$ cat config.mk
export PLATFORM = sky130hd
export DESIGN_NAME = dvo_top
export DESIGN_NICKNAME = d
export VERILOG_FILES = /design/src/design/dvo_pkg.sv /design/src/design/dvo_div_chain.sv /design/src/design/dvo_top.sv
export SDC_FILE = /design/constraint.sdc
export NUM_CORES = 1
export LEC_CHECK = 0
export BUFFER_PORTS_ARGS = -buffer_cell sky130_fd_sc_hd__buf_4
export CORE_MARGIN = 1
export CORE_UTILIZATION = 35
export DETAILED_ROUTE_END_ITERATION = 8
export SETUP_SLACK_MARGIN = 0.5
export SLEW_MARGIN = 20
export SYNTH_ARGS = -nofsm -noshare
export SYNTH_HDL_FRONTEND = slang
export SYNTH_SLANG_ARGS = --single-unit
export TNS_END_PERCENT = 50
$ cat constraint.sdc
create_clock -name i_clk_sys -period 5.3 [get_ports i_clk_sys]
set_input_delay 1.06 -clock i_clk_sys [delete_from_list [all_inputs] [get_ports i_clk_sys]]
set_output_delay 1.06 -clock i_clk_sys [all_outputs]
set_load 0.02 [all_outputs]
$ cat src/design/dvo_pkg.sv
// constants and types shared by the divider square-wave output block
package dvo_pkg;
	localparam int          HADDR_W        = 8;
	localparam logic [7:0]  ADDR_CONTROL   = 8'h38;
	localparam logic [7:0]  ADDR_SOURCE    = 8'h3C;
	localparam logic [7:0]  CONTROL_RESET  = 8'h00;
	localparam int          EN_BIT         = 2;
	localparam int          SEL_LSB        = 0;
	localparam int          SEL_W          = 2;
	localparam int          PRESCALE_BIT   = 0;
	localparam logic [1:0]  SEL_RESERVED   = 2'h3;
	localparam int          GEAR_CHAIN_W   = 12;
	localparam int          LOW_CHAIN_W    = 5;
	localparam logic [3:0]  GEAR_TOP_TAP   = 4'hB;
	localparam logic [2:0]  LOW_TOP_TAP    = 3'h4;
	localparam logic [1:0]  HTRANS_NONSEQ  = 2'h2;

	typedef enum logic [2:0] {
		MODE_NORMAL,
		MODE_IDLE,
		MODE_SLOW,
		MODE_SLOW_SLEEP,
		MODE_STOP,
		MODE_DEEP_IDLE,
		MODE_DEEP_SLEEP
	} dvo_mode_t;
endpackage : dvo_pkg

$ cat src/design/dvo_div_chain.sv
// free-running divider chains for the gear clock and the low-frequency clock
`timescale 1ns/1ps
module dvo_div_chain (
	input  wire logic                            i_clk_sys,
	input  wire logic                            i_rst,
	input  wire logic                            i_gear_tick,
	input  wire logic                            i_low_tick,
	output logic [dvo_pkg::GEAR_CHAIN_W-1:0]     o_gear_cnt,
	output logic [dvo_pkg::LOW_CHAIN_W-1:0]      o_low_cnt
);
	// chain runs always
	always_ff @(posedge i_clk_sys or posedge i_rst) begin
		if (i_rst) begin
			o_gear_cnt <= '0;
		end else if (i_gear_tick) begin
			o_gear_cnt <= o_gear_cnt + 1'b1;
		end
	end

	// low chain on gear-synchronous ticks, hence period jitter
	always_ff @(posedge i_clk_sys or posedge i_rst) begin
		if (i_rst) begin
			o_low_cnt <= '0;
		end else if (i_low_tick) begin
			o_low_cnt <= o_low_cnt + 1'b1;
		end
	end
endmodule : dvo_div_chain

$ cat src/design/dvo_top.sv
// divider square-wave output: ahb-lite registers, source select and output pin
//
// What this block does
// while enabled, pin carries the selected square wave at about half duty.
// with enable at zero the active-low pin stays high.
// select picks gear/2^12..2^9, or low clock/2^5..2^3 with code 11 reserved.
// entering stop, deep idle or deep sleep clears enable; select kept.
// low clock used in normal or idle modes may show period jitter.
// control register bits 7 to 3 read as zero.
// divider chain runs regardless of enable; first period may be short.
// clearing enable cuts the last period short.
// software clear of enable stops the output, pin high one clock edge after enable clears, not at once.
// normal/slow switches may disturb the frequency while clocks resync.
// reserved select code on the current source keeps the pin high.
//
// Design decision made here: the AHB-Lite interface to the registers.
`timescale 1ns/1ps
module dvo_top (
	input  wire logic                          i_clk_sys,
	input  wire logic                          i_rst,
	input  wire logic                          i_hsel,
	input  wire logic [dvo_pkg::HADDR_W-1:0]   i_haddr,
	input  wire logic [1:0]                    i_htrans,
	input  wire logic                          i_hwrite,
	input  wire logic [2:0]                    i_hsize,
	input  wire logic [31:0]                   i_hwdata,
	input  wire logic                          i_hready,
	output logic [31:0]                        o_hrdata,
	output logic                               o_hreadyout,
	output logic                               o_hresp,
	input  wire logic                          i_gear_tick,
	input  wire logic                          i_low_freq_tick,
	input  wire dvo_pkg::dvo_mode_t            i_op_mode,
	output logic                               o_divider_out_pin_n
);
	logic                                 wr_pend_r;
	logic [dvo_pkg::HADDR_W-1:0]          wr_addr_r;
	logic                                 divout_enable_r;
	logic [dvo_pkg::SEL_W-1:0]            divout_freq_sel_r;
	logic                                 low_clk_prescale_sel_r;
	dvo_pkg::dvo_mode_t                   mode_prev_r;
	logic [dvo_pkg::GEAR_CHAIN_W-1:0]     gear_cnt;
	logic [dvo_pkg::LOW_CHAIN_W-1:0]      low_cnt;
	logic                                 addr_phase;
	logic                                 wr_ctrl;
	logic                                 wr_src;
	logic                                 deep_now;
	logic                                 deep_prev;
	logic                                 deep_entry;
	logic                                 use_low;
	logic                                 sel_reserved;
	logic                                 tap;
	logic [7:0]                           ctrl_view;
	logic [7:0]                           ctrl_fwd;
	logic                                 src_fwd;
	logic [3:0]                           gear_idx;
	logic [2:0]                           low_idx;

	dvo_div_chain u_chain (
		.i_clk_sys  (i_clk_sys),
		.i_rst      (i_rst),
		.i_gear_tick(i_gear_tick),
		.i_low_tick (i_low_freq_tick),
		.o_gear_cnt (gear_cnt),
		.o_low_cnt  (low_cnt)
	);

	// zero-wait slave: every transfer completes in its first data-phase cycle
	assign o_hreadyout = 1'b1;
	assign o_hresp     = 1'b0;
	assign addr_phase  = i_hsel & i_hready & (i_htrans == dvo_pkg::HTRANS_NONSEQ);
	assign wr_ctrl     = wr_pend_r & (wr_addr_r == dvo_pkg::ADDR_CONTROL);
	assign wr_src      = wr_pend_r & (wr_addr_r == dvo_pkg::ADDR_SOURCE);

	always_ff @(posedge i_clk_sys or posedge i_rst) begin
		if (i_rst) begin
			wr_pend_r <= 1'b0;
			wr_addr_r <= '0;
		end else begin
			wr_pend_r <= addr_phase & i_hwrite;
			if (addr_phase) begin
				wr_addr_r <= i_haddr;
			end
		end
	end

	function automatic logic is_deep(input dvo_pkg::dvo_mode_t m);
		is_deep = (m == dvo_pkg::MODE_STOP) || (m == dvo_pkg::MODE_DEEP_IDLE) ||
			(m == dvo_pkg::MODE_DEEP_SLEEP);
	endfunction : is_deep

	assign deep_now   = is_deep(i_op_mode);
	assign deep_prev  = is_deep(mode_prev_r);
	assign deep_entry = deep_now & ~deep_prev;

	always_ff @(posedge i_clk_sys or posedge i_rst) begin
		if (i_rst) begin
			mode_prev_r <= dvo_pkg::MODE_NORMAL;
		end else begin
			mode_prev_r <= i_op_mode;
		end
	end

	// mode entry clears enable and wins over a write
	always_ff @(posedge i_clk_sys or posedge i_rst) begin
		if (i_rst) begin
			divout_enable_r <= dvo_pkg::CONTROL_RESET[dvo_pkg::EN_BIT];
		end else if (deep_entry) begin
			divout_enable_r <= 1'b0;
		end else if (wr_ctrl) begin
			divout_enable_r <= i_hwdata[dvo_pkg::EN_BIT];
		end
	end

	// select field survives the low-power entry
	always_ff @(posedge i_clk_sys or posedge i_rst) begin
		if (i_rst) begin
			divout_freq_sel_r <= dvo_pkg::CONTROL_RESET[dvo_pkg::SEL_LSB +: dvo_pkg::SEL_W];
		end else if (wr_ctrl) begin
			divout_freq_sel_r <= i_hwdata[dvo_pkg::SEL_LSB +: dvo_pkg::SEL_W];
		end
	end

	always_ff @(posedge i_clk_sys or posedge i_rst) begin
		if (i_rst) begin
			low_clk_prescale_sel_r <= 1'b0;
		end else if (wr_src) begin
			low_clk_prescale_sel_r <= i_hwdata[dvo_pkg::PRESCALE_BIT];
		end
	end

	// upper control bits read as zero
	always_comb begin
		ctrl_view = '0;
		ctrl_view[dvo_pkg::EN_BIT] = divout_enable_r;
		ctrl_view[dvo_pkg::SEL_LSB +: dvo_pkg::SEL_W] = divout_freq_sel_r;
	end

	// a write in its data phase is forwarded so a following read sees it
	always_comb begin
		ctrl_fwd = ctrl_view;
		if (wr_ctrl) begin
			ctrl_fwd[dvo_pkg::EN_BIT] = i_hwdata[dvo_pkg::EN_BIT] & ~deep_entry;
			ctrl_fwd[dvo_pkg::SEL_LSB +: dvo_pkg::SEL_W] = i_hwdata[dvo_pkg::SEL_LSB +: dvo_pkg::SEL_W];
		end
		src_fwd = wr_src ? i_hwdata[dvo_pkg::PRESCALE_BIT] : low_clk_prescale_sel_r;
	end

	always_ff @(posedge i_clk_sys or posedge i_rst) begin
		if (i_rst) begin
			o_hrdata <= '0;
		end else if (addr_phase & ~i_hwrite) begin
			if (i_haddr == dvo_pkg::ADDR_CONTROL) begin
				o_hrdata <= {24'h000000, ctrl_fwd};
			end else if (i_haddr == dvo_pkg::ADDR_SOURCE) begin
				o_hrdata <= {31'h0, src_fwd};
			end else begin
				o_hrdata <= '0;
			end
		end
	end

	// source and tap choice
	assign use_low = low_clk_prescale_sel_r | (i_op_mode == dvo_pkg::MODE_SLOW) |
		(i_op_mode == dvo_pkg::MODE_SLOW_SLEEP);
	assign gear_idx = dvo_pkg::GEAR_TOP_TAP - {2'b00, divout_freq_sel_r};
	assign low_idx  = dvo_pkg::LOW_TOP_TAP - {1'b0, divout_freq_sel_r};
	// reserved code on the low source
	assign sel_reserved = use_low & (divout_freq_sel_r == dvo_pkg::SEL_RESERVED);
	// source swaps instantly, so the wave may glitch on mode changes
	assign tap = use_low ? low_cnt[low_idx] : gear_cnt[gear_idx];

	// tap drives the pin; R2: R8: R9: a cleared enable forces high one clock edge later, not at once
	always_ff @(posedge i_clk_sys or posedge i_rst) begin
		if (i_rst) begin
			o_divider_out_pin_n <= 1'b1;
		end else if (!divout_enable_r || sel_reserved) begin
			o_divider_out_pin_n <= 1'b1;
		end else begin
			o_divider_out_pin_n <= ~tap;
		end
	end
endmodule : dvo_top

**Yosys cells after proc, flatten, opt, wreduce, memory -nomap -nowiden**

Index checks and enable logic that the tools add are counted.

- Flip-flop bits (word level): 66
- Input bits: 55
- Output and inout bits: 35
- Logic and storage cells: 64

- Add/sub/neg operators: 4
- Magnitude comparators: 2
- Equality and inequality tests: 14
- Mux-type cells: 12
- Bitwise gates (word level): 15
- Reductions and logical operators: 7

Operator list:

| cell | number |
|---|---|
| $eq 8x6->1 const B | 4 |
| $eq 3x3->1 const B | 6 |
| $add 12x1->12 const B | 1 |
| $and 1x1->1 | 9 |
| $mux 1 | 8 |
| $eq 3x2->1 const B | 2 |
| $mux 3 | 2 |
| $add 5x1->5 const B | 1 |
| $logic_or 1x1->1 | 5 |
| $lt 4x5->1 const B | 1 |
| $bmux 1 s4 | 1 |
| $eq 2x2->1 const B | 2 |
| $lt 3x4->1 const B | 1 |
| $not 1->1 | 4 |
| $sub 4x2->4 const A | 1 |
| $bmux 1 s3 | 1 |
| $sub 3x2->3 const A | 1 |
| $or 1x1->1 | 2 |
| $reduce_bool 2->1 | 1 |
| $logic_not 1->1 | 1 |

**Depth between registers and ports, before layout**

- Word-level depth: 9
- Gate-level depth with buffers: 6
- Gate-level depth less buffers: 6

**Hierarchy**

A second synthesis with hierarchy kept.

- Cells, all modules: 166
- Area, all modules: 1966.9 sq um

Modules (own cells, without submodules):

| module | instances | cells each | area each (sq um) | seq. area each (sq um) |
|---|---|---|---|---|
| dvo_top | 1 | 107 | 1199.9 | 501.7 |
| dvo_div_chain | 1 | 59 | 767.0 | 425.4 |

**Worst setup path after synthesis**

Ideal clock, no wire load.

- Path type: input port to flip-flop
- Start point: input port i_haddr[6] (netlist bit)
- End point: register o_hrdata[0]
- Setup time: 0.087 ns
- Arrival time: 2.179 ns
- Data required time: 5.213 ns
- Path slack: 3.035 ns
- Stages: 3
- Buffers on the path: 0
- Path through: or4b_4 > or4_4 > o211ai_1

- Cells in the longest elaborated chain, start to end: 3
- Elaborated cells on any way between the ends: 4
- Classes of those cells: eq/ne: 2; mux: 2

RTL lines:

| what | line | text |
|---|---|---|
| start: declaration | dvo_top.sv:22 | `input wire logic [dvo_pkg::HADDR_W-1:0] i_haddr,` |
| $eq 8x6->1 | dvo_top.sv:155 | `end else if (i_haddr == dvo_pkg::ADDR_SOURCE) begin` |
| $mux 1 | dvo_top.sv:155 |  |
| $mux 3 (*) | dvo_top.sv:153 | `if (i_haddr == dvo_pkg::ADDR_CONTROL) begin` |
| end signal: assignment | dvo_top.sv:154 | `o_hrdata <= {24'h000000, ctrl_fwd};` |
| end signal: assignment | dvo_top.sv:156 | `o_hrdata <= {31'h0, src_fwd};` |
| end: declaration | dvo_top.sv:28 | `output logic [31:0] o_hrdata,` |

Every way passes the cells marked *; elsewhere a longest branch is shown, timed or not.
A chain may end at the register's enable or synchronous reset.

**Worst setup path after layout**

- Start point: input port i_htrans[0]
- End point: register o_hrdata[0]

- Cells in the longest elaborated chain, start to end: 3

RTL lines:

| what | line | text |
|---|---|---|
| start: declaration | dvo_top.sv:23 | `input wire logic [1:0] i_htrans,` |
| $eq 2x2->1 | dvo_top.sv:71 | `assign addr_phase = i_hsel & i_hready & (i_htrans == dvo_pkg::HTRANS_NONSEQ);` |
| $and 1x1->1 | dvo_top.sv:71 |  |
| $and 1x1->1 | dvo_top.sv:152 | `end else if (addr_phase & ~i_hwrite) begin` |

No other way between the ends.

==> flow_summary.html <==
<table>
<tr><th>Metric</th><th>Value</th></tr>
<tr><th colspan="2">Logic synthesis</th></tr>
<tr><td>Synthesized area</td><td>roughly 1900 µm²</td></tr>
<tr><td>Warnings from Yosys</td><td>0</td></tr>
<tr><td>Fraction of registers with async set or reset after synthesis</td><td>between 90% and 100%</td></tr>
<tr><td>Sequential cell area fraction in the yosys report</td><td>48.1%</td></tr>
<tr><td>Post-synth cell types</td><td>34</td></tr>
<tr><td>Synthesis-stage register bit count</td><td>37</td></tr>
<tr><td>Top cells by area, synth</td><td>sky130_fd_sc_hd__dfrtp_1, sky130_fd_sc_hd__buf_4, sky130_fd_sc_hd__mux2_2</td></tr>
<tr><td>Number of flops mapped to enable cells by yosys</td><td>0</td></tr>
<tr><td>Synth top area share</td><td>roughly 47%</td></tr>
<tr><td>Average cell area after synthesis</td><td>11.6 µm²</td></tr>
<tr><td>Most used flip-flop cell after synthesis</td><td>sky130_fd_sc_hd__dfrtp_1</td></tr>
<tr><td>Library cell with the highest instance count after synthesis</td><td>sky130_fd_sc_hd__dfrtp_1</td></tr>
<tr><td>Cell type with the highest aggregate area in the netlist</td><td>sky130_fd_sc_hd__dfrtp_1</td></tr>
<tr><td>Top post-synthesis cells by count</td><td>sky130_fd_sc_hd__dfrtp_1, sky130_fd_sc_hd__buf_4, sky130_fd_sc_hd__mux2_2, sky130_fd_sc_hd__xnor2_1, sky130_fd_sc_hd__inv_1</td></tr>
<tr><td>Syn Inst Count</td><td>166</td></tr>
<tr><th colspan="2">Clock network</th></tr>
<tr><td>Clock slew at reported path FFs</td><td>60 ps</td></tr>
<tr><td>Clock buffers created by TritonCTS</td><td>5</td></tr>
<tr><td>Post-CTS Setup Bufs</td><td>0</td></tr>
<tr><td>TritonCTS clock tree</td><td>built</td></tr>
<tr><td>Maximum clock insertion buffer count</td><td>2</td></tr>
<tr><td>Deepest level of the CTS H-tree</td><td>2</td></tr>
<tr><td>Resize count post-CTS</td><td>0</td></tr>
<tr><td>Post-cts hold buffer count</td><td>0</td></tr>
<tr><td>CTS Root Cell</td><td>sky130_fd_sc_hd__clkbuf_8</td></tr>
<tr><td>Clock Sinks</td><td>37</td></tr>
<tr><td>Clock Latency Late Sink</td><td>280 ps</td></tr>
<tr><th colspan="2">Power</th></tr>
<tr><td>Net switching power</td><td>approximately 0.21 mW</td></tr>
<tr><td>Worst IR drop on VDD</td><td>200 µV</td></tr>
<tr><td>Register share of total power</td><td>around 54%</td></tr>
<tr><td>Combinational fraction of design power</td><td>around 20%</td></tr>
<tr><td>Power per standard cell area</td><td>approximately 340 nW/µm²</td></tr>
<tr><td>Clock power frac</td><td>about a quarter</td></tr>
<tr><td>Cell internal power dissipation</td><td>0.528 mW</td></tr>
<tr><td>Reported leakage power</td><td>approximately 1.0 nW</td></tr>
<tr><td>Net switching fraction of the power</td><td>28.7%</td></tr>
<tr><th colspan="2">Timing</th></tr>
<tr><td>Final-report max-slew violation count</td><td>0</td></tr>
<tr><td>Fin Clk Skew</td><td>between 7 and 8 ps</td></tr>
<tr><td>Final period utilization</td><td>approximately 48%</td></tr>
<tr><td>Transition time of the tightest slew-check pin</td><td>about 690 ps</td></tr>
<tr><td>Final critical-path required period</td><td>2530 ps</td></tr>
<tr><td>Unrepaired setup endpoints after global routing</td><td>false</td></tr>
<tr><td>Final worst hold slack</td><td>approximately 470 ps</td></tr>
<tr><td>Endpoints failing setup</td><td>0</td></tr>
<tr><td>Worst slew margin relative to its limit</td><td>53.7%</td></tr>
<tr><td>Sum of negative setup slack</td><td>0 ps</td></tr>
<tr><td>Fmax</td><td>between 300 and 400 MHz</td></tr>
<tr><td>Final number of hold-violating endpoints</td><td>0</td></tr>
<tr><th colspan="2">Critical path</th></tr>
<tr><td>Worst path required time</td><td>5500 ps</td></tr>
<tr><td>Type of element capturing the critical path</td><td>flip-flop</td></tr>
<tr><td>Critical Path AT</td><td>approximately 2700 ps</td></tr>
<tr><td>Crit-path max FO</td><td>15</td></tr>
<tr><td>Kind of critical path</td><td>input port to flip-flop</td></tr>
<tr><td>Cells on worst reg2reg path</td><td>4</td></tr>
<tr><td>R2R Setup Slk</td><td>roughly 3500 ps</td></tr>
<tr><td>CP Launch Type</td><td>input port</td></tr>
<tr><th colspan="2">Routing</th></tr>
<tr><td>Routed wirelength normalized by instance count</td><td>between 10 and 15 µm</td></tr>
<tr><td>Pre-antenna DRT Iters</td><td>4</td></tr>
<tr><td>Via density per instance</td><td>4.32</td></tr>
<tr><td>Wirelength, routed</td><td>about 2.9 mm</td></tr>
<tr><td>Violation count after the first detailed-route iteration</td><td>17</td></tr>
<tr><td>Count of nets left with antenna violations after detail routing</td><td>0</td></tr>
<tr><td>Total number of vias</td><td>roughly 1,200</td></tr>
<tr><td>Detailed-route DRC error count</td><td>0</td></tr>
<tr><th colspan="2">Cells and area</th></tr>
<tr><td>Filler Cells Inserted</td><td>around 500</td></tr>
<tr><td>Post-route standard cell area excluding fillers</td><td>around 2200 µm²</td></tr>
<tr><td>Total number of nets in the final design</td><td>256</td></tr>
<tr><td>Core utilization of the finished layout</td><td>a little over two fifths</td></tr>
<tr><td>Fraction of layout cells with a size suffix above 1</td><td>between 20% and 30%</td></tr>
<tr><td>Layout Area Growth over Synthesis</td><td>13.1%</td></tr>
<tr><td>Register cell area after layout</td><td>~930 µm²</td></tr>
<tr><td>Multi-input combinational cell area</td><td>approximately 830 µm²</td></tr>
<tr><td>Number of inserted diodes</td><td>0</td></tr>
<tr><th colspan="2">Global route</th></tr>
<tr><td>Vias in the first global route</td><td>approximately 1,200</td></tr>
<tr><td>Pin count of the biggest net entering global routing</td><td>38</td></tr>
<tr><td>Wire length of the first global-routing pass</td><td>between 5 and 6 mm</td></tr>
<tr><td>Total global-route track usage</td><td>between 10% and 20%</td></tr>
<tr><td>Number of antenna violations at the first check in global routing</td><td>0</td></tr>
<tr><td>Global route total overflow</td><td>0</td></tr>
<tr><th colspan="2">Floorplanning</th></tr>
<tr><td>Boundary pin count</td><td>90</td></tr>
<tr><td>Vertical extent of the die</td><td>~76 µm</td></tr>
<tr><td>Placeable core area</td><td>~5200 µm²</td></tr>
<tr><td>Die Outline Area</td><td>between 5000 and 6000 µm²</td></tr>
<tr><td>Die span in x</td><td>76.2 µm</td></tr>
<tr><td>Floorplan row count</td><td>26</td></tr>
<tr><td>Effective utilization at floorplan</td><td>a little under two fifths</td></tr>
<tr><th colspan="2">Placed design</th></tr>
<tr><td>IO Port Bufs</td><td>26</td></tr>
<tr><td>Weighted congestion at the end of routability-driven global placement</td><td>0.710</td></tr>
<tr><td>Detailed Place HPWL</td><td>~2.2 mm</td></tr>
<tr><td>Total cell area at the placement stage</td><td>roughly 2100 µm²</td></tr>
<tr><th colspan="2">Worst hold path</th></tr>
<tr><td>Worst hold path stage count</td><td>1</td></tr>
<tr><td>Hold Crit Class</td><td>flip-flop to flip-flop</td></tr>
<tr><th colspan="2">Job</th></tr>
<tr><td>Number of max-cap violations</td><td>0</td></tr>
<tr><th colspan="2">Outcome</th></tr>
<tr><td>Result of the run</td><td>completed</td></tr>
</table>
-- sequential cells by signal, summed over array words and instances (netlist names) --
register                cells
u_chain.o_gear_cnt         12
wr_addr_r                   8
u_chain.o_low_cnt           5
mode_prev_r                 3
o_hrdata                    3
divout_freq_sel_r           2
divout_enable_r             1
low_clk_prescale_sel_r      1
o_divider_out_pin_n         1
wr_pend_r                   1
-- kinds of logic after synthesis --
logic type      count (synthesis)  share of synthesized area (%)
other cells                     2                          0.390
simple gates                   33                           11.7
fa+ha+maj                       4                           2.60
flops                          37                           48.1
buf+inv                        43                           14.4
compound gates                 12                           3.96
xor+xnor                       15                           6.81
mux                            20                           12.1
-- final cells by class --
class	count	share of cell area [%]
clock buffer	8	4.13
inverter	11	1.89
multi-input combinational	115	38.2
sequential	37	42.5
tap	70	4.02
timing repair buffer	27	9.29
-- power by group through the flow --
stage                     combinational (mW)  clock (mW)  sequential [mW]
after global placement                 0.144           0            0.403
after CTS                              0.148       0.206            0.399
after floorplan                        0.136           0            0.391
final                                  0.146       0.198            0.398
after global routing                   0.168       0.218            0.410
after detailed placement               0.148           0            0.404
-- per-layer routing --
layer	vias up	share of wire, %	global-route usage [%]
met5	-	0	0
met4	0	0.38	3.08
met3	2	5.6	4.19
met2	33	44	17.5
met1	558	50	15.5
li1	566	-	-
-- worst max-delay path, cell delays in order --
cell and delay, ps:
sky130_fd_sc_hd__buf_4 100, sky130_fd_sc_hd__nand4b_1 610, sky130_fd_sc_hd__or4_4 760, sky130_fd_sc_hd__o211ai_1 180
-- cells in the final DEF, fill, tap and decap left out, types with 3 or more instances in the layout --
| cell type | netlist | layout |
|---|---|---|
| sky130_fd_sc_hd__dfrtp_1 | 36 | 36 |
| sky130_fd_sc_hd__conb_1 | 2 | 31 |
| sky130_fd_sc_hd__buf_4 | 31 | 27 |
| sky130_fd_sc_hd__mux2_2 | 12 | 12 |
| sky130_fd_sc_hd__xnor2_1 | 12 | 12 |
| sky130_fd_sc_hd__inv_1 | 11 | 11 |
| sky130_fd_sc_hd__nand4_1 | 7 | 7 |
| sky130_fd_sc_hd__nand2_1 | 6 | 6 |
| sky130_fd_sc_hd__mux2i_1 | 6 | 6 |
| sky130_fd_sc_hd__o21ai_0 | 6 | 6 |
| sky130_fd_sc_hd__clkbuf_8 | 0 | 6 |
| sky130_fd_sc_hd__nor2_1 | 5 | 5 |
| sky130_fd_sc_hd__ha_1 | 4 | 4 |
| sky130_fd_sc_hd__xor2_1 | 3 | 3 |
-- per-stage QoR --
| step | std cells | power, mW | setup slack (ps) |
|---|---|---|---|
| after floorplan | 195 | 0.527 | 3030 |
| after global placement | 260 | 0.547 | 2450 |
| after detailed placement | 260 | 0.552 | 2440 |
| after CTS | 268 | 0.752 | 2760 |
| after global routing | 268 | 0.796 | 2660 |
| final | 268 | 0.741 | 2770 |
-- final timing paths --
check                                startpoint              endpoint
setup / recovery                    i_htrans[0]           o_hrdata[0]
hold / removal             u_chain.o_low_cnt[4]  u_chain.o_low_cnt[4]
setup reg to reg                   wr_addr_r[6]       divout_enable_r
hold reg to reg            u_chain.o_low_cnt[4]  u_chain.o_low_cnt[4]
max in group asynchronous                 i_rst   o_divider_out_pin_n
min in group asynchronous                 i_rst          wr_addr_r[6]
Power figures use the tool's default switching activity.
